===== config.mk =====
export PLATFORM = sky130hd
export DESIGN_NAME = lpbgc_device_flat
export DESIGN_NICKNAME = d
export VERILOG_FILES = /design/src/logic/lpbgc_pkg.sv /design/src/logic/lpbgc_if.sv /design/src/logic/lpbgc_device.sv /design/src/flat_wrapper.sv
export SDC_FILE = /design/constraint.sdc
export NUM_CORES = 1
export LEC_CHECK = 0
export ABC_AREA = 1
export BUFFER_PORTS_ARGS = -buffer_cell sky130_fd_sc_hd__buf_2
export CAP_MARGIN = 20
export CELL_PAD_IN_SITES_DETAIL_PLACEMENT = 1
export CELL_PAD_IN_SITES_GLOBAL_PLACEMENT = 2
export CORE_AREA = 2 2 253 155
export DETAILED_ROUTE_END_ITERATION = 8
export DIE_AREA = 0 0 255 157
export PLACE_DENSITY = 0.88
export SETUP_SLACK_MARGIN = 0.4
export SLEW_MARGIN = 30
export SYNTH_ARGS = -nofsm -noshare
export SYNTH_HDL_FRONTEND = slang
export SYNTH_SLANG_ARGS = --single-unit

===== constraint.sdc =====
create_clock -name clk_i -period 5.5 [get_ports clk_i]
set_clock_uncertainty 0.05 [all_clocks]
set_input_delay 1.375 -clock clk_i [delete_from_list [all_inputs] [get_ports clk_i]]
set_output_delay 1.375 -clock clk_i [all_outputs]
set_load 0.05 [all_outputs]

===== src/logic/lpbgc_pkg.sv =====
// Constants and types for the low-power background calibration sequencer
package lpbgc_pkg;
	localparam int unsigned NUM_CORES = 6;
	localparam int unsigned TRIM_W    = 16;
	localparam int unsigned DLY_W     = 16;
	localparam logic [7:0] ADDR_CTRL      = 8'h00;
	localparam logic [7:0] ADDR_DELAY     = 8'h04;
	localparam logic [7:0] ADDR_STATUS    = 8'h08;
	localparam logic [7:0] ADDR_TRIM_SEL  = 8'h0C;
	localparam logic [7:0] ADDR_TRIM_DATA = 8'h10;
	localparam int CB_LOWPOWER_CAL_ENABLE    = 0;
	localparam int CB_MANUAL   = 1;
	localparam int CB_SW_TRIG  = 2;
	localparam int CB_TRIG_SRC = 3;
	localparam int CB_BG_EN    = 4;
	localparam int CB_FG_OS    = 5;
	localparam int CB_BG_OS    = 6;
	localparam int CB_SPARE_OFFSET_REFERENCE    = 7;
	localparam int CB_STAT_SEL = 8;
	localparam int SB_FOREGROUND_DONE_FLAG  = 0;
	localparam int SB_FINISHED = 1;
	localparam int SB_STAT_PIN = 2;
	localparam int SB_STATE    = 4;
	localparam logic [31:0] CTRL_RST  = 32'h0000_0004;
	localparam logic [31:0] DELAY_RST = 32'h0010_0010;
	localparam logic [TRIM_W-1:0] OFS_RST  = 16'h0800;
	localparam logic [TRIM_W-1:0] GAIN_RST = 16'h0800;
	localparam logic [TRIM_W-1:0] FS_RST   = 16'hA000;
	localparam logic [1:0] TK_OFFSET = 2'h0;
	localparam logic [1:0] TK_GAIN   = 2'h1;
	localparam logic [1:0] TK_FS     = 2'h2;
	typedef enum logic [2:0] {
		ST_IDLE  = 3'h0,
		ST_FG    = 3'h1,
		ST_SLEEP = 3'h2,
		ST_WAKE  = 3'h3,
		ST_CAL   = 3'h4,
		ST_HOLD  = 3'h5
	} lpbgc_state_t;
endpackage


===== src/logic/lpbgc_if.sv =====
// Link between calibration controller and converter sequencer
`timescale 1ns/1ps
interface lpbgc_if;
	import lpbgc_pkg::*;
	logic              cal_trigger_pin;
	logic              software_cal_trigger;
	logic              trigger_source_select;
	logic              lowpower_cal_enable;
	logic              manual_trigger_mode;
	logic [DLY_W-1:0]  spare_sleep_delay;
	logic [DLY_W-1:0]  spare_wake_delay;
	logic              background_cal_enable;
	logic              foreground_offset_enable;
	logic              background_offset_enable;
	logic              spare_offset_reference;
	logic              cal_status_sel;
	logic              trim_we;
	logic [1:0]        trim_kind;
	logic [2:0]        trim_core;
	logic [TRIM_W-1:0] trim_wdata;
	logic [TRIM_W-1:0] trim_rdata;
	logic              cal_status_pin;
	logic              foreground_done_flag;
	logic              spare_cal_finished;
	logic [2:0]        seq_state;
	modport dev (
		input  cal_trigger_pin, software_cal_trigger, trigger_source_select,
		input  lowpower_cal_enable, manual_trigger_mode, spare_sleep_delay,
		input  spare_wake_delay, background_cal_enable, foreground_offset_enable,
		input  background_offset_enable, spare_offset_reference, cal_status_sel,
		input  trim_we, trim_kind, trim_core, trim_wdata,
		output trim_rdata, cal_status_pin, foreground_done_flag,
		output spare_cal_finished, seq_state
	);
	modport ctl (
		output cal_trigger_pin, software_cal_trigger, trigger_source_select,
		output lowpower_cal_enable, manual_trigger_mode, spare_sleep_delay,
		output spare_wake_delay, background_cal_enable, foreground_offset_enable,
		output background_offset_enable, spare_offset_reference, cal_status_sel,
		output trim_we, trim_kind, trim_core, trim_wdata,
		input  trim_rdata, cal_status_pin, foreground_done_flag,
		input  spare_cal_finished, seq_state
	);
endinterface


===== src/logic/lpbgc_device.sv =====
// Converter-side low-power background calibration sequencer and trims
`timescale 1ns/1ps
module lpbgc_device
	import lpbgc_pkg::*;
#(
	parameter int unsigned CORES_PRESENT = 6,
	parameter int unsigned NUM_GROUPS    = 2,
	parameter int unsigned DLY_SHIFT     = 4
) (
	input  wire logic                         clk_i,
	input  wire logic                         rst_i,
	lpbgc_if.dev                              link,
	input  wire logic                         cal_done_i,
	input  wire logic                         ofs_valid_i,
	input  wire logic [2:0]                   ofs_core_i,
	input  wire logic [TRIM_W-1:0]            ofs_value_i,
	output logic      [NUM_GROUPS-1:0]        spare_power_o,
	output logic                              spare_cal_run_o,
	output logic                              fg_cal_run_o,
	output logic                              offset_cal_o,
	output logic                              offset_ref_spare_o,
	output logic      [NUM_GROUPS-1:0]        swap_sel_o,
	output logic      [TRIM_W-1:0]            full_scale_o,
	output logic      [NUM_CORES*TRIM_W-1:0]  offset_trim_o,
	output logic      [NUM_CORES*TRIM_W-1:0]  gain_trim_o
);
	localparam int unsigned CNT_W = DLY_W + DLY_SHIFT;

	initial begin
		if (CORES_PRESENT < 3 || CORES_PRESENT > NUM_CORES ||
				NUM_GROUPS < 1 || NUM_GROUPS > 2 || DLY_SHIFT > 16)
			$error("lpbgc_device: unsupported parameters");
	end

	lpbgc_state_t      state_q, state_d;
	logic [2:0]        pin_sync_q;
	logic              pin_q;
	logic              trig;
	logic              bg_en_q;
	logic              trig_prev_q;
	logic              fg_req_q;
	logic [CNT_W-1:0]  cnt_q;
	logic              load_sleep, load_wake, swap_now, cal_end;
	logic              lp_auto, lp_man;
	logic [TRIM_W-1:0] ofs_q  [NUM_CORES];
	logic [TRIM_W-1:0] gain_q [NUM_CORES];
	logic [TRIM_W-1:0] fs_q;
	logic              ofs_busy;

	// Pin crosses in; change taken once stages 2 and 3 agree
	always_ff @(posedge clk_i) begin
		if (rst_i) begin
			pin_sync_q <= 3'h7;
			pin_q      <= 1'b1;
		end else begin
			pin_sync_q <= {pin_sync_q[1:0], link.cal_trigger_pin};
			if (pin_sync_q[1] == pin_sync_q[2])
				pin_q <= pin_sync_q[2];
		end
	end

	assign trig    = link.trigger_source_select ? pin_q : link.software_cal_trigger;
	assign lp_auto = link.lowpower_cal_enable && !link.manual_trigger_mode;
	assign lp_man  = link.lowpower_cal_enable && link.manual_trigger_mode;
	assign cal_end = cal_done_i && state_q == ST_CAL;

	always_ff @(posedge clk_i) begin
		if (rst_i) begin
			bg_en_q     <= 1'b0;
			trig_prev_q <= 1'b1;
		end else begin
			bg_en_q     <= link.background_cal_enable;
			trig_prev_q <= trig;
		end
	end

	// Foreground pass at power-up, on trigger with background off, or before background with foreground offset enabled
	always_ff @(posedge clk_i) begin
		if (rst_i)
			fg_req_q <= 1'b1;
		else if (state_q == ST_IDLE && fg_req_q)
			fg_req_q <= 1'b0;
		// offset enable set ahead of background enable
		else if (link.background_cal_enable && !bg_en_q && link.foreground_offset_enable)
			fg_req_q <= 1'b1;
		else if (!link.background_cal_enable && trig && !trig_prev_q)
			fg_req_q <= 1'b1;
	end

	always_comb begin
		state_d    = state_q;
		load_sleep = 1'b0;
		load_wake  = 1'b0;
		swap_now   = 1'b0;
		unique case (state_q)
			ST_IDLE: begin
				// Wait one cycle after enable so a pending foreground request wins
				if (fg_req_q)
					state_d = ST_FG;
				else if (link.background_cal_enable && bg_en_q &&
						link.lowpower_cal_enable) begin
					state_d    = ST_SLEEP;
					load_sleep = 1'b1;
				end else if (link.background_cal_enable && bg_en_q)
					state_d = ST_CAL;
			end
			ST_FG: begin
				if (cal_done_i)
					state_d = ST_IDLE;
			end
			ST_SLEEP: begin
				// trigger high holds spare asleep; low wakes it
				if (lp_man && !trig) begin
					state_d   = ST_WAKE;
					load_wake = 1'b1;
				// sleep delay elapsed in auto mode
				end else if (lp_auto && cnt_q == '0) begin
					state_d   = ST_WAKE;
					load_wake = 1'b1;
				end
			end
			ST_WAKE: begin
				// settle for wake delay before calibrating
				// manual calibration starts after wake delay
				if (cnt_q == '0)
					state_d = ST_CAL;
			end
			ST_CAL: begin
				if (cal_done_i) begin
					// trigger still low, stay powered and calibrating
					if (lp_man && !trig)
						state_d = ST_HOLD;
					// otherwise swap at once; released core sleeps only in low-power mode
					else begin
						swap_now   = 1'b1;
						state_d    = link.lowpower_cal_enable ? ST_SLEEP : ST_CAL;
						load_sleep = link.lowpower_cal_enable;
					end
				end
			end
			ST_HOLD: begin
				// swap once done and trigger back high
				if (trig) begin
					swap_now   = 1'b1;
					state_d    = ST_SLEEP;
					load_sleep = 1'b1;
				end
			end
			default: state_d = ST_IDLE;
		endcase
		// Leaving background mode abandons the spare pass
		if (!link.background_cal_enable && state_q != ST_IDLE && state_q != ST_FG) begin
			state_d  = ST_IDLE;
			swap_now = 1'b0;
		end
	end

	always_ff @(posedge clk_i) begin
		if (rst_i)
			state_q <= ST_IDLE;
		else
			state_q <= state_d;
	end

	// counters restart at each sleep or wake entry
	always_ff @(posedge clk_i) begin
		if (rst_i)
			cnt_q <= '0;
		else if (load_sleep)
			cnt_q <= {link.spare_sleep_delay, {DLY_SHIFT{1'b0}}};
		else if (load_wake)
			cnt_q <= {link.spare_wake_delay, {DLY_SHIFT{1'b0}}};
		else if (cnt_q != '0)
			cnt_q <= cnt_q - 1'b1;
	end

	// one selection word changes in a single edge
	always_ff @(posedge clk_i) begin
		if (rst_i)
			swap_sel_o <= '0;
		else if (swap_now)
			swap_sel_o <= ~swap_sel_o;
	end

	// spare powered only when due; one spare per group
	always_ff @(posedge clk_i) begin
		if (rst_i) begin
			spare_power_o   <= '0;
			spare_cal_run_o <= 1'b0;
			fg_cal_run_o    <= 1'b0;
			offset_cal_o    <= 1'b0;
		end else begin
			spare_power_o   <= {NUM_GROUPS{state_d == ST_WAKE || state_d == ST_CAL ||
				state_d == ST_HOLD}};
			spare_cal_run_o <= state_d == ST_CAL || state_d == ST_HOLD;
			fg_cal_run_o    <= state_d == ST_FG;
			// foreground offset only in foreground pass
			// background offset in every spare pass
			offset_cal_o    <= (state_d == ST_FG && link.foreground_offset_enable) ||
				((state_d == ST_CAL || state_d == ST_HOLD) && link.background_offset_enable);
		end
	end

	// Set wins over clear on both flags
	always_ff @(posedge clk_i) begin
		if (rst_i) begin
			link.spare_cal_finished   <= 1'b0;
			link.foreground_done_flag <= 1'b0;
		end else begin
			if (cal_end)
				link.spare_cal_finished <= 1'b1;
			else if (load_wake)
				link.spare_cal_finished <= 1'b0;
			if (state_q == ST_FG && cal_done_i)
				link.foreground_done_flag <= 1'b1;
			else if (state_q == ST_IDLE && fg_req_q)
				link.foreground_done_flag <= 1'b0;
		end
	end

	always_ff @(posedge clk_i) begin
		if (rst_i) begin
			link.cal_status_pin <= 1'b0;
			link.seq_state      <= 3'h0;
			offset_ref_spare_o  <= 1'b0;
		end else begin
			link.cal_status_pin <= link.cal_status_sel ? link.spare_cal_finished
				: link.foreground_done_flag;
			link.seq_state      <= state_q;
			offset_ref_spare_o  <= link.spare_offset_reference;
		end
	end

	assign ofs_busy = link.foreground_offset_enable || link.background_offset_enable;

	// Trim store; absent cores ignore writes
	always_ff @(posedge clk_i) begin
		if (rst_i) begin
			for (int i = 0; i < NUM_CORES; i++) begin
				ofs_q[i]  <= OFS_RST;
				gain_q[i] <= GAIN_RST;
			end
			fs_q <= FS_RST;
		end else begin
			// calibration results own the offset trims
			if (ofs_valid_i && offset_cal_o && 32'(ofs_core_i) < CORES_PRESENT)
				ofs_q[ofs_core_i] <= ofs_value_i;
			else if (link.trim_we && link.trim_kind == TK_OFFSET && !ofs_busy &&
					32'(link.trim_core) < CORES_PRESENT)
				ofs_q[link.trim_core] <= link.trim_wdata;
			// gain trims only change by software
			if (link.trim_we && link.trim_kind == TK_GAIN &&
					32'(link.trim_core) < CORES_PRESENT)
				gain_q[link.trim_core] <= link.trim_wdata;
			if (link.trim_we && link.trim_kind == TK_FS)
				fs_q <= link.trim_wdata;
		end
	end

	always_ff @(posedge clk_i) begin
		if (rst_i)
			link.trim_rdata <= '0;
		else if (link.trim_kind == TK_FS)
			link.trim_rdata <= fs_q;
		else if (32'(link.trim_core) >= CORES_PRESENT)
			link.trim_rdata <= '0;
		else if (link.trim_kind == TK_GAIN)
			link.trim_rdata <= gain_q[link.trim_core];
		else
			link.trim_rdata <= ofs_q[link.trim_core];
	end

	always_ff @(posedge clk_i) begin
		if (rst_i)
			full_scale_o <= FS_RST;
		else
			full_scale_o <= fs_q;
	end

	for (genvar g = 0; g < NUM_CORES; g++) begin : g_trim_out
		assign offset_trim_o[g*TRIM_W +: TRIM_W] = ofs_q[g];
		assign gain_trim_o[g*TRIM_W +: TRIM_W]   = gain_q[g];
	end
endmodule


===== src/flat_wrapper.sv =====
// flat-port wrapper written by rule: the top's interface ports become plain ports
module lpbgc_device_flat import lpbgc_pkg::*;
#(
	parameter int unsigned CORES_PRESENT = 6,
	parameter int unsigned NUM_GROUPS    = 2,
	parameter int unsigned DLY_SHIFT     = 4
)
  (clk_i, rst_i, cal_done_i, ofs_valid_i, ofs_core_i, ofs_value_i, spare_power_o, spare_cal_run_o, fg_cal_run_o, offset_cal_o, offset_ref_spare_o, swap_sel_o, full_scale_o, offset_trim_o, gain_trim_o, link_cal_trigger_pin, link_software_cal_trigger, link_trigger_source_select, link_lowpower_cal_enable, link_manual_trigger_mode, link_spare_sleep_delay, link_spare_wake_delay, link_background_cal_enable, link_foreground_offset_enable, link_background_offset_enable, link_spare_offset_reference, link_cal_status_sel, link_trim_we, link_trim_kind, link_trim_core, link_trim_wdata, link_trim_rdata, link_cal_status_pin, link_foreground_done_flag, link_spare_cal_finished, link_seq_state);
  lpbgc_if link_i ();
  input  wire logic clk_i;
  input  wire logic rst_i;
  input  wire logic cal_done_i;
  input  wire logic ofs_valid_i;
  input  wire logic [2:0] ofs_core_i;
  input  wire logic [TRIM_W-1:0] ofs_value_i;
  output logic      [NUM_GROUPS-1:0] spare_power_o;
  output logic spare_cal_run_o;
  output logic fg_cal_run_o;
  output logic offset_cal_o;
  output logic offset_ref_spare_o;
  output logic      [NUM_GROUPS-1:0] swap_sel_o;
  output logic      [TRIM_W-1:0] full_scale_o;
  output logic      [NUM_CORES*TRIM_W-1:0] offset_trim_o;
  output logic      [NUM_CORES*TRIM_W-1:0] gain_trim_o;
  input wire logic [$bits(link_i.cal_trigger_pin)-1:0] link_cal_trigger_pin;
  input wire logic [$bits(link_i.software_cal_trigger)-1:0] link_software_cal_trigger;
  input wire logic [$bits(link_i.trigger_source_select)-1:0] link_trigger_source_select;
  input wire logic [$bits(link_i.lowpower_cal_enable)-1:0] link_lowpower_cal_enable;
  input wire logic [$bits(link_i.manual_trigger_mode)-1:0] link_manual_trigger_mode;
  input wire logic [$bits(link_i.spare_sleep_delay)-1:0] link_spare_sleep_delay;
  input wire logic [$bits(link_i.spare_wake_delay)-1:0] link_spare_wake_delay;
  input wire logic [$bits(link_i.background_cal_enable)-1:0] link_background_cal_enable;
  input wire logic [$bits(link_i.foreground_offset_enable)-1:0] link_foreground_offset_enable;
  input wire logic [$bits(link_i.background_offset_enable)-1:0] link_background_offset_enable;
  input wire logic [$bits(link_i.spare_offset_reference)-1:0] link_spare_offset_reference;
  input wire logic [$bits(link_i.cal_status_sel)-1:0] link_cal_status_sel;
  input wire logic [$bits(link_i.trim_we)-1:0] link_trim_we;
  input wire logic [$bits(link_i.trim_kind)-1:0] link_trim_kind;
  input wire logic [$bits(link_i.trim_core)-1:0] link_trim_core;
  input wire logic [$bits(link_i.trim_wdata)-1:0] link_trim_wdata;
  output wire logic [$bits(link_i.trim_rdata)-1:0] link_trim_rdata;
  output wire logic [$bits(link_i.cal_status_pin)-1:0] link_cal_status_pin;
  output wire logic [$bits(link_i.foreground_done_flag)-1:0] link_foreground_done_flag;
  output wire logic [$bits(link_i.spare_cal_finished)-1:0] link_spare_cal_finished;
  output wire logic [$bits(link_i.seq_state)-1:0] link_seq_state;
  assign link_i.cal_trigger_pin = link_cal_trigger_pin;
  assign link_i.software_cal_trigger = link_software_cal_trigger;
  assign link_i.trigger_source_select = link_trigger_source_select;
  assign link_i.lowpower_cal_enable = link_lowpower_cal_enable;
  assign link_i.manual_trigger_mode = link_manual_trigger_mode;
  assign link_i.spare_sleep_delay = link_spare_sleep_delay;
  assign link_i.spare_wake_delay = link_spare_wake_delay;
  assign link_i.background_cal_enable = link_background_cal_enable;
  assign link_i.foreground_offset_enable = link_foreground_offset_enable;
  assign link_i.background_offset_enable = link_background_offset_enable;
  assign link_i.spare_offset_reference = link_spare_offset_reference;
  assign link_i.cal_status_sel = link_cal_status_sel;
  assign link_i.trim_we = link_trim_we;
  assign link_i.trim_kind = link_trim_kind;
  assign link_i.trim_core = link_trim_core;
  assign link_i.trim_wdata = link_trim_wdata;
  assign link_trim_rdata = link_i.trim_rdata;
  assign link_cal_status_pin = link_i.cal_status_pin;
  assign link_foreground_done_flag = link_i.foreground_done_flag;
  assign link_spare_cal_finished = link_i.spare_cal_finished;
  assign link_seq_state = link_i.seq_state;
  lpbgc_device #(.CORES_PRESENT(CORES_PRESENT), .NUM_GROUPS(NUM_GROUPS), .DLY_SHIFT(DLY_SHIFT)) u_core (.clk_i(clk_i), .rst_i(rst_i), .link(link_i), .cal_done_i(cal_done_i), .ofs_valid_i(ofs_valid_i), .ofs_core_i(ofs_core_i), .ofs_value_i(ofs_value_i), .spare_power_o(spare_power_o), .spare_cal_run_o(spare_cal_run_o), .fg_cal_run_o(fg_cal_run_o), .offset_cal_o(offset_cal_o), .offset_ref_spare_o(offset_ref_spare_o), .swap_sel_o(swap_sel_o), .full_scale_o(full_scale_o), .offset_trim_o(offset_trim_o), .gain_trim_o(gain_trim_o));
endmodule

==> metrics.txt, run 1 <==
fin nets 1778; crit path to u_core.ofs_q[1][6]; via/cell ratio 5.414; Reg2Reg Setup Slack 2.59 ns; die area 40040 µm²; FF-to-FF path depth 8; first-pass GRT wire length 76250 µm; IO buf count 324; Max Freq 0.2707 GHz; EDFF count, synth 192; wirelength, routed 53880 µm; DR vias 12040; PwrDens 391.1 nW/µm²; Sequential Area 7587 µm²; Top Ports 325; DIE WIDTH 255 µm; CP Max Fanout 46; fin area 15630 µm²; area of the multi-input gates 4187 µm²; Detail Route Antenna Nets 0; CTS root buf clkbuf_16; type of the most critical hold path flip-flop to flip-flop; max cap viols 0; later-pin clock latency in the skew report 0.56 ns; cell leakage power 6.562 nW; Setup crit end kind flip-flop; worst slew pin tran 0.8859 ns; diode count 0; CTS H-tree lvls 1; Critical Path RT 5.58 ns; Mapped Cells 1387; Core Rows 55; Area after DPL 14740 µm²; drt wl/cell 24.23 µm; FF-to-FF Start u_core.offset_cal_o; starting density of the core 33.77%; final hold violation count 0; Max clock buf depth 3; setup ws final 1.806 ns; Ys Warns 0; most frequent cells in the layout 333 x nor2_1, 324 x buf_2, 192 x edfxtp_1; status complete, no violations; Tmin final 3.694 ns; Tcrit/Tclk final 67.16%; largest net degree at the start of global routing 51; Reg clk slew, reported paths 0.06 ns; DRC 0; DR pass1 iterations 5; CP startpoint rst_i; Initial DRC Count 1210; commonest non-fill, non-tap cell in the layout nor2_1; worst slack, placed 1.322 ns; post-synth cell types 41; Post-CTS Hold Buffers 0; Final setup viols 0; quantity of gates resized following cts 0; total global-route track usage 26.15%; VDD IR max 0.2177 mV; Die Ht 157 µm; RSZ-0062 raised after global routing false; initial antenna violation count 4; vias in the first global route 11610; DP HPWL 41200 µm; async set-reset flop share out of synthesis 0%; syn_nets 1476; CTS tree built; total CTS buffers 29; Pins Over Slew Limit 0; Seq/Total Area, Yosys 59.90%; Worst Hold Margin 0.3669 ns; Setup Crit Path Kind primary input to flip-flop; CP Launch Type primary input; Netlist Area Pre-Place 12670 µm²; Syn Area/Cell 9.133 µm²; Fill cells 4472; Top FF cell, synth edfxtp_1; slew margin rel. 40.72%; r2r endpoint u_core.ofs_q[3][7]; core footprint 37500 µm²; share of cells above drive strength 1 24.96%; register bit total from synthesis 283; synthesis-to-layout area growth 23.37%; Final TNS setup 0 ns; Arrival @ worst endpoint 3.77 ns; grt total ovfl 0; Placer Congestion 0.9396; clock sinks 283; Setup Fix Bufs, Post-CTS 0
worst min-delay path by stage:
stage,from,end,slack [ns],depth (start not counted)
2_1_floorplan,u_core.pin_sync_q[0],u_core.pin_sync_q[1],0.34,1
3_3_place_gp,u_core.pin_sync_q[0],u_core.pin_sync_q[1],0.34,1
3_5_place_dp,u_core.pin_sync_q[0],u_core.pin_sync_q[1],0.35,1
4_1_cts,u_core.pin_sync_q[0],u_core.pin_sync_q[1],0.36,1
5_1_grt,u_core.pin_sync_q[0],u_core.pin_sync_q[1],0.39,1
6_report,u_core.pin_sync_q[0],u_core.pin_sync_q[1],0.37,1
layout make-up:
type,instances,share of cell area (%)
repair buffers,345,11.39
clock buffers,37,4.964
inverters,146,3.507
clock inverters,16,0.6966
multi-input cells,884,26.79
well taps,513,4.107
flip-flops and latches,283,48.55
flip-flops by register name, indices dropped and copies added (netlist names), 2 cells and up:
register and flops:
u_core.link.seq_state 3, u_core.gain_q 96, u_core.full_scale_o 16, u_core.cnt_q 20, u_core.pin_sync_q 3, u_core.fs_q 16, u_core.state_q 3, u_core.ofs_q 96
u_core.link.trim_rdata 16, u_core.swap_sel_o 2
power breakdown:
part           total, mW  internal (mW)  switching (mW)  leakage [nW]
Sequential          2.59           2.44           0.152          2.64
Clock               1.90           1.04           0.857         0.430
Combinational       1.62          0.432            1.19          3.50
critical path: stages:
cell and delay [ns]:
buf_2 0.10, buf_4 0.29, a31oi_4 0.23, nand4_1 0.11, buf_4 0.24, o21ai_1 0.39
inv_1 0.24, nand3_4 0.24, nand2_1 0.51
cells by family after synthesis:
group | Yosys count | synth area share, %
buffers and inverters | 220 | 7.112
XOR/XNOR | 4 | 0.2766
AO/OA/AOI/OAI | 254 | 11.79
AND/OR/NAND/NOR | 624 | 20.72
flip-flops | 283 | 59.90
adder cells (fa/ha/maj) | 2 | 0.1975
layer usage:
metal	global-route usage [%]	up-vias	part of all wire [%]
met3	8.699	85	11
met4	6.767	0	2.7
li1	-	5290	-
met1	37.40	6074	44
met5	0	-	0
met2	37.67	591	42
synth_stat cells (3+ instances only):
| master | n | share of area, % |
|---|---|---|
| o22ai_1 | 16 | 0.79 |
| nor2_1 | 334 | 9.9 |
| o221ai_1 | 32 | 2.2 |
| a21o_1 | 7 | 0.41 |
| o21ai_0 | 116 | 4.6 |
| edfxtp_1 | 192 | 46 |
| inv_1 | 135 | 4.0 |
| inv_2 | 9 | 0.27 |
| nand4_1 | 10 | 0.49 |
| a21oi_1 | 59 | 2.3 |
| nor3_1 | 22 | 0.87 |
| buf_6 | 6 | 0.53 |
| dfxtp_1 | 91 | 14 |
| nand2_1 | 142 | 4.2 |
| buf_4 | 3 | 0.18 |
| buf_2 | 15 | 0.59 |
| clkbuf_1 | 46 | 1.4 |
| buf_1 | 4 | 0.12 |
| or2_2 | 8 | 0.40 |
| nand3_1 | 90 | 3.6 |
| nand2_2 | 6 | 0.30 |
| a31oi_1 | 16 | 0.79 |
| nor2_2 | 3 | 0.15 |
metrics by stage:
step	util [%]	std cells	power (mW)
floorplan	-	1387	3.719
global placement	39.30	2171	4.176
detailed placement	39.31	2171	4.226
finish	41.67	2224	6.112
global route	41.67	2224	6.374
CTS	41.67	2224	6.110
Power figures use the tool's default switching activity.
==> run 2: changes to the inputs <==
--- a/config.mk
+++ b/config.mk
@@ -10,10 +10,10 @@
 export CAP_MARGIN = 20
 export CELL_PAD_IN_SITES_DETAIL_PLACEMENT = 1
 export CELL_PAD_IN_SITES_GLOBAL_PLACEMENT = 2
-export CORE_AREA = 2 2 253 155
+export CORE_AREA = 2 2 278 170
 export DETAILED_ROUTE_END_ITERATION = 8
-export DIE_AREA = 0 0 255 157
-export PLACE_DENSITY = 0.88
+export DIE_AREA = 0 0 280 172
+export PLACE_DENSITY = 0.78
 export SETUP_SLACK_MARGIN = 0.4
 export SLEW_MARGIN = 30
 export SYNTH_ARGS = -nofsm -noshare
==> constraint.sdc (replaced) <==
create_clock -name clk_i -period 3.29 [get_ports clk_i]
set_clock_uncertainty 0.05 [all_clocks]
set_input_delay 0.8225 -clock clk_i [delete_from_list [all_inputs] [get_ports clk_i]]
set_output_delay 0.8225 -clock clk_i [all_outputs]
set_load 0.05 [all_outputs]
==> metrics.txt, run 2 (same netlist as run 1, synthesis figures left out) <==
status complete, no violations (unchanged); wirelength, routed 58690 µm (was 53880 µm); via/cell ratio 5.115 (was 5.414); setup ws final 0.5824 ns (was 1.806 ns); Placer Congestion 1.016 (was 0.9396); initial antenna violation count 5 (was 4); quantity of gates resized following cts 0 (unchanged); total CTS buffers 29 (unchanged); Reg clk slew, reported paths 0.06 ns (about the same); WHS Path Cells 1 (unchanged); Die Ht 172 µm (was 157 µm); Final TNS setup 0 ns (unchanged); Top Ports 325 (unchanged); final hold violation count 0 (unchanged); Pins Over Slew Limit 0 (unchanged); DIE WIDTH 280 µm (was 255 µm); starting density of the core 27.71% (was 33.77%); Sequential Area 7587 µm² (unchanged); FF-to-FF path depth 8 (unchanged); synthesis-to-layout area growth 26.28% (was 23.37%); type of the most critical hold path flip-flop to flip-flop (unchanged); drt wl/cell 25.10 µm (was 24.23 µm); worst slack, placed 0.06338 ns (was 1.322 ns); Max clock buf depth 3 (unchanged); clock sinks 283 (unchanged); cell leakage power 6.701 nW (was 6.562 nW); VDD IR max 0.4389 mV (was 0.2177 mV); Final setup viols 0 (unchanged); Initial DRC Count 1100 (was 1210); Reg2Reg Setup Slack 0.58 ns (was 2.59 ns); PwrDens 642.9 nW/µm² (was 391.1 nW/µm²); IO buf count 324 (unchanged); later-pin clock latency in the skew report 0.57 ns (was 0.56 ns); Tmin final 2.708 ns; most frequent cells in the layout 333 x nor2_1, 324 x buf_2, 192 x edfxtp_1 (unchanged); total global-route track usage 23.68% (was 26.15%); commonest non-fill, non-tap cell in the layout nor2_1 (unchanged); Pwr Total 10.28 mW (was 6.112 mW); Core Rows 61 (was 55); CP Max Fanout 20 (was 46); Critical Path RT 3.50 ns (was 5.58 ns); CTS H-tree lvls 1 (unchanged); DP HPWL 46270 µm (was 41200 µm); Detail Route Antenna Nets 0 (unchanged); fin nets 1807 (was 1778); RSZ-0062 raised after global routing false (unchanged); DR vias 11960 (was 12040); Setup Crit Path Kind flip-flop to flip-flop (was primary input to flip-flop); Setup crit end kind flip-flop (unchanged); grt total ovfl 0 (unchanged); worst slew pin tran 0.9350 ns (was 0.8859 ns); vias in the first global route 11610 (about the same); core footprint 45720 µm² (was 37500 µm²); die area 48160 µm² (was 40040 µm²); Tcrit/Tclk final 82.30%; Top Registers u_core.gain_q x96, u_core.ofs_q x96, u_core.cnt_q x20 (unchanged); Setup Fix Bufs, Post-CTS 0 (unchanged); Fill cells 5414 (was 4472); share of cells above drive strength 1 25.81% (was 24.96%); CTS tree built (unchanged); largest net degree at the start of global routing 57 (was 51); DR pass1 iterations 5 (unchanged); first-pass GRT wire length 81500 µm (was 76250 µm); Arrival @ worst endpoint 2.92 ns (was 3.77 ns); Max Freq 0.3693 GHz; DRC 0 (unchanged); Post-CTS Hold Buffers 0 (unchanged); slew margin rel. 37.43% (was 40.72%); max cap viols 0 (unchanged); area of the multi-input gates 4182 µm² (was 4187 µm²); CTS root buf clkbuf_16 (unchanged); CP Launch Type flip-flop (was primary input)
==> run 2: cell count changes in the layout (fill, tap and decap cells not counted), sizes merged <==
cell	delta
buf	+29
clkinv	-5
diode	+4
inv	-2
bufinv	+1
clkbuf	+1
clkinvlp	+1
==> run 2: final cells by class <==
type	instances	share of cell area [%]
diodes	4	0.06257
clock buffers	38	4.748
inverters	146	3.426
well taps	598	4.677
repair buffers	374	12.87
flip-flops and latches	283	47.43
multi-input cells	884	26.14
clock inverters	11	0.6414
==> run 2: final timing paths <==
path	start	endpoint
hold reg to reg	u_core.pin_sync_q[0]	u_core.pin_sync_q[1]
setup / recovery	u_core.offset_cal_o	u_core.ofs_q[5][12]
hold / removal	u_core.pin_sync_q[0]	u_core.pin_sync_q[1]
setup reg to reg	u_core.offset_cal_o	u_core.ofs_q[5][12]
==> run 2: worst max-delay path, cell delays in order (launching register included) <==
cell and delay (ns):
dfxtp_1 0.52, a31oi_4 0.16, nand4_1 0.10, buf_4 0.27
o22ai_2 0.19, inv_1 0.18, nand2_1 0.07, a21oi_1 0.51
buf_4 0.34
==> run 2: layer usage <==
metal / up-vias / part of all wire [%] / global-route usage [%]
li1: 5346 / - / -
met1: 6010 / 45 / 33.74
met2: 521 / 41 / 33.09
met3: 75 / 12 / 9.931
met4: 6 / 2.1 / 4.976
met5: - / 0.077 / 0
==> run 2: metrics by stage <==
| step | std cells | hold slack [ns] | util (%) | area (µm²) |
|---|---|---|---|---|
| after floorplan | 1387 | 0.3395 | - | 12670 |
| after global placement | 2285 | 0.3427 | 33.08 | 15120 |
| after detailed placement | 2285 | 0.3579 | 33.08 | 15120 |
| after CTS | 2334 | 0.3713 | 34.97 | 15990 |
| after global routing | 2334 | 0.3915 | 34.97 | 15990 |
| final | 2338 | 0.3686 | 34.99 | 16000 |
==> run 2: power breakdown <==
part | total, mW | internal [mW] | leakage, nW | switching (mW)
clock | 3.18 | 1.76 | 0.407 | 1.42
combinational | 2.75 | 0.747 | 3.66 | 2.00
sequential | 4.35 | 4.08 | 2.64 | 0.268
total | 10.3 | 6.59 | 6.70 | 3.69
==> run 3: changes to the inputs <==
==> constraint.sdc (replaced) <==
create_clock -name clk_i -period 2.4 [get_ports clk_i]
set_clock_uncertainty 0.05 [all_clocks]
set_input_delay 0.6 -clock clk_i [delete_from_list [all_inputs] [get_ports clk_i]]
set_output_delay 0.6 -clock clk_i [all_outputs]
set_load 0.05 [all_outputs]
==> metrics.txt, run 3 (same netlist as run 1, synthesis figures left out) <==
FF-to-FF Start u_core.offset_cal_o (unchanged); fin nets 1879 (was 1807); grt total ovfl 0 (unchanged); global-route layer with the greatest usage met2 (was met1); sw frac 34.98% (was 35.92%); Max clock buf depth 3 (unchanged); Top Ports 325 (unchanged); GR Util met3 7.918% (was 9.931%); Pwr Total 15.35 mW (was 10.28 mW); via/cell ratio 5.103 (was 5.115); Post-CTS Hold Buffers 0 (unchanged); wirelength, routed 59690 µm (was 58690 µm); most frequent cells in the layout 327 x nor2_1, 324 x buf_2, 192 x edfxtp_1 (was 333 x nor2_1, 324 x buf_2, 192 x edfxtp_1); M2 GR Usage 34.42% (was 33.09%); Critical Path RT 2.63 ns (was 3.50 ns); max cap viols 0 (unchanged); PwrDens 892.9 nW/µm² (was 642.9 nW/µm²); IO buf count 324 (unchanged); Tcrit/Tclk final 82.54% (was 82.30%); Core Rows 61 (unchanged); clock sinks 283 (unchanged); synthesis-to-layout area growth 35.72% (was 26.28%); CP top delay family compound AO/OA/AOI/OAI gates (unchanged); Placer Congestion 0.9374 (was 1.016); later-pin clock latency in the skew report 0.58 ns (was 0.57 ns); Hold Path Origin link_cal_status_sel (was u_core.pin_sync_q[0]); Setup Crit Path Kind flip-flop to flip-flop (unchanged); CP startpoint u_core.offset_cal_o (unchanged); Placed Cells 2345 (was 2285); Arrival @ worst endpoint 2.21 ns (was 2.92 ns); Final TNS setup 0 ns (unchanged); Slowest-stage cell, CP dfxtp_4 (was dfxtp_1); P_int 9.981 mW (was 6.590 mW); Top Registers u_core.gain_q x96, u_core.ofs_q x96, u_core.cnt_q x20 (unchanged); cell leakage power 7.273 nW (was 6.701 nW); core footprint 45720 µm² (unchanged); CTS root buf clkbuf_16 (unchanged); CP Max Fanout 12 (was 20); CP Launch Type flip-flop (unchanged); Combinational Power Share 27.1% (was 26.8%); largest net degree at the start of global routing 61 (was 57); starting density of the core 27.71% (unchanged); DP HPWL 46530 µm (was 46270 µm); sequential share of power 38.7% (was 42.3%); CTS H-tree lvls 1 (unchanged); Clk pwr share 34.2% (was 30.9%); Post-Layout Cell Count 2417 (was 2338); drt wl/cell 24.70 µm (was 25.10 µm); status complete, no violations (unchanged); first-pass GRT wire length 83280 µm (was 81500 µm); Fill cells 5362 (was 5414); vias in the first global route 12110 (was 11610); switching power 5.370 mW (was 3.694 mW); CTS tree built (unchanged); initial antenna violation count 5 (unchanged); worst slew pin tran 0.5933 ns (was 0.9350 ns); setup ws final 0.4190 ns (was 0.5824 ns); Final setup viols 0 (unchanged); Detail Route Antenna Nets 0 (unchanged); Setup crit end kind flip-flop (unchanged); Tmin final 1.981 ns (was 2.708 ns); die area 48160 µm² (unchanged); slew margin rel. 60.44% (was 37.43%); share of cells above drive strength 1 31.48% (was 25.81%); Reg clk slew, reported paths 0.07 ns (was 0.06 ns); final hold violation count 0 (unchanged); RSZ-0062 raised after global routing true (was false); DRC 0 (unchanged); Finished Core Util 37.60% (was 34.99%); type of the most critical hold path primary input to flip-flop (was flip-flop to flip-flop); Initial DRC Count 1288 (was 1100); worst slack, placed -0.3332 ns (was 0.06338 ns); DR vias 12330 (was 11960); Critical Path, Cell by Cell a31oi_4 -> nand4_1 -> buf_4 -> buf_4 -> o22ai_2 -> nand3_1 (was a31oi_4 -> nand4_1 -> buf_4 -> o22ai_2 -> inv_1 -> nand2_1 -> a21oi_1 -> buf_4); DIE WIDTH 280 µm (unchanged); commonest non-fill, non-tap cell in the layout nor2_1 (unchanged); total global-route track usage 24.03% (was 23.68%); Max Freq 0.5048 GHz (was 0.3693 GHz); total CTS buffers 30 (was 29); DR pass1 iterations 5 (unchanged); met1 GRT Util 34.27% (was 33.74%); Worst Path Buf+Inv 2 (was 3); Pins Over Slew Limit 0 (unchanged); Worst path max stage delay 0.38 ns (was 0.52 ns); Die Ht 172 µm (unchanged); most used cell, CP buf_4 (unchanged); VDD IR max 0.5675 mV (was 0.4389 mV)
[run 3: through the flow]
stage / hold WS, ns / instance area, µm²
after floorplan: 0.3395 / 12840
after global placement: 0.3481 / 15900
after detailed placement: 0.3627 / 15900
after CTS: 0.1300 / 17050
after global routing: 0.1527 / 17180
final: 0.1593 / 17190
[run 3: path summary, 6_finish.rpt]
kind              slack [ns]  cells after the start                          to
setup reg to reg        0.42                      6         u_core.ofs_q[2][11]
setup / recovery        0.42                      6         u_core.ofs_q[2][11]
hold / removal          0.16                      2  u_core.link.cal_status_pin
hold reg to reg         0.38                      1        u_core.pin_sync_q[1]
[run 3: layout make-up]
type,count,area [µm²],area share (%)
antenna,5,12.51,0.07278
inverter,146,550.5,3.202
clock inverter,20,257.7,1.499
clock buffer,36,835.8,4.862
sequential,283,7591,44.16
timing repair buffer,444,2780,16.17
multi-input combinational,885,4415,25.68
tap,598,748.2,4.352
[run 3: what timing repair did]
item | in CTS | in global routing
pin swaps | 2 | 4
resized for setup | 11 | 19
cloned | 0 | 1
endpoints found under the setup margin | 140 | 90
hold endpoints to repair | 0 | 0
setup buffers | 4 | 6
[run 3: power groups by stage]
stage	Sequential (mW)	Clock [mW]	Combinational, mW
4_1_cts	5.93	5.32	3.93
5_1_grt	5.98	5.50	4.56
3_5_place_dp	6.02	0	3.89
3_3_place_gp	6.02	0	3.83
2_1_floorplan	6.66	0	1.88
6_report	5.93	5.25	4.17
[run 3: layer usage]
layer / vias up / routed length, µm
met4: 0 / 1758
met3: 94 / 6888
met1: 6152 / 26500
met5: - / 0
li1: 5498 / -
met2: 590 / 24540
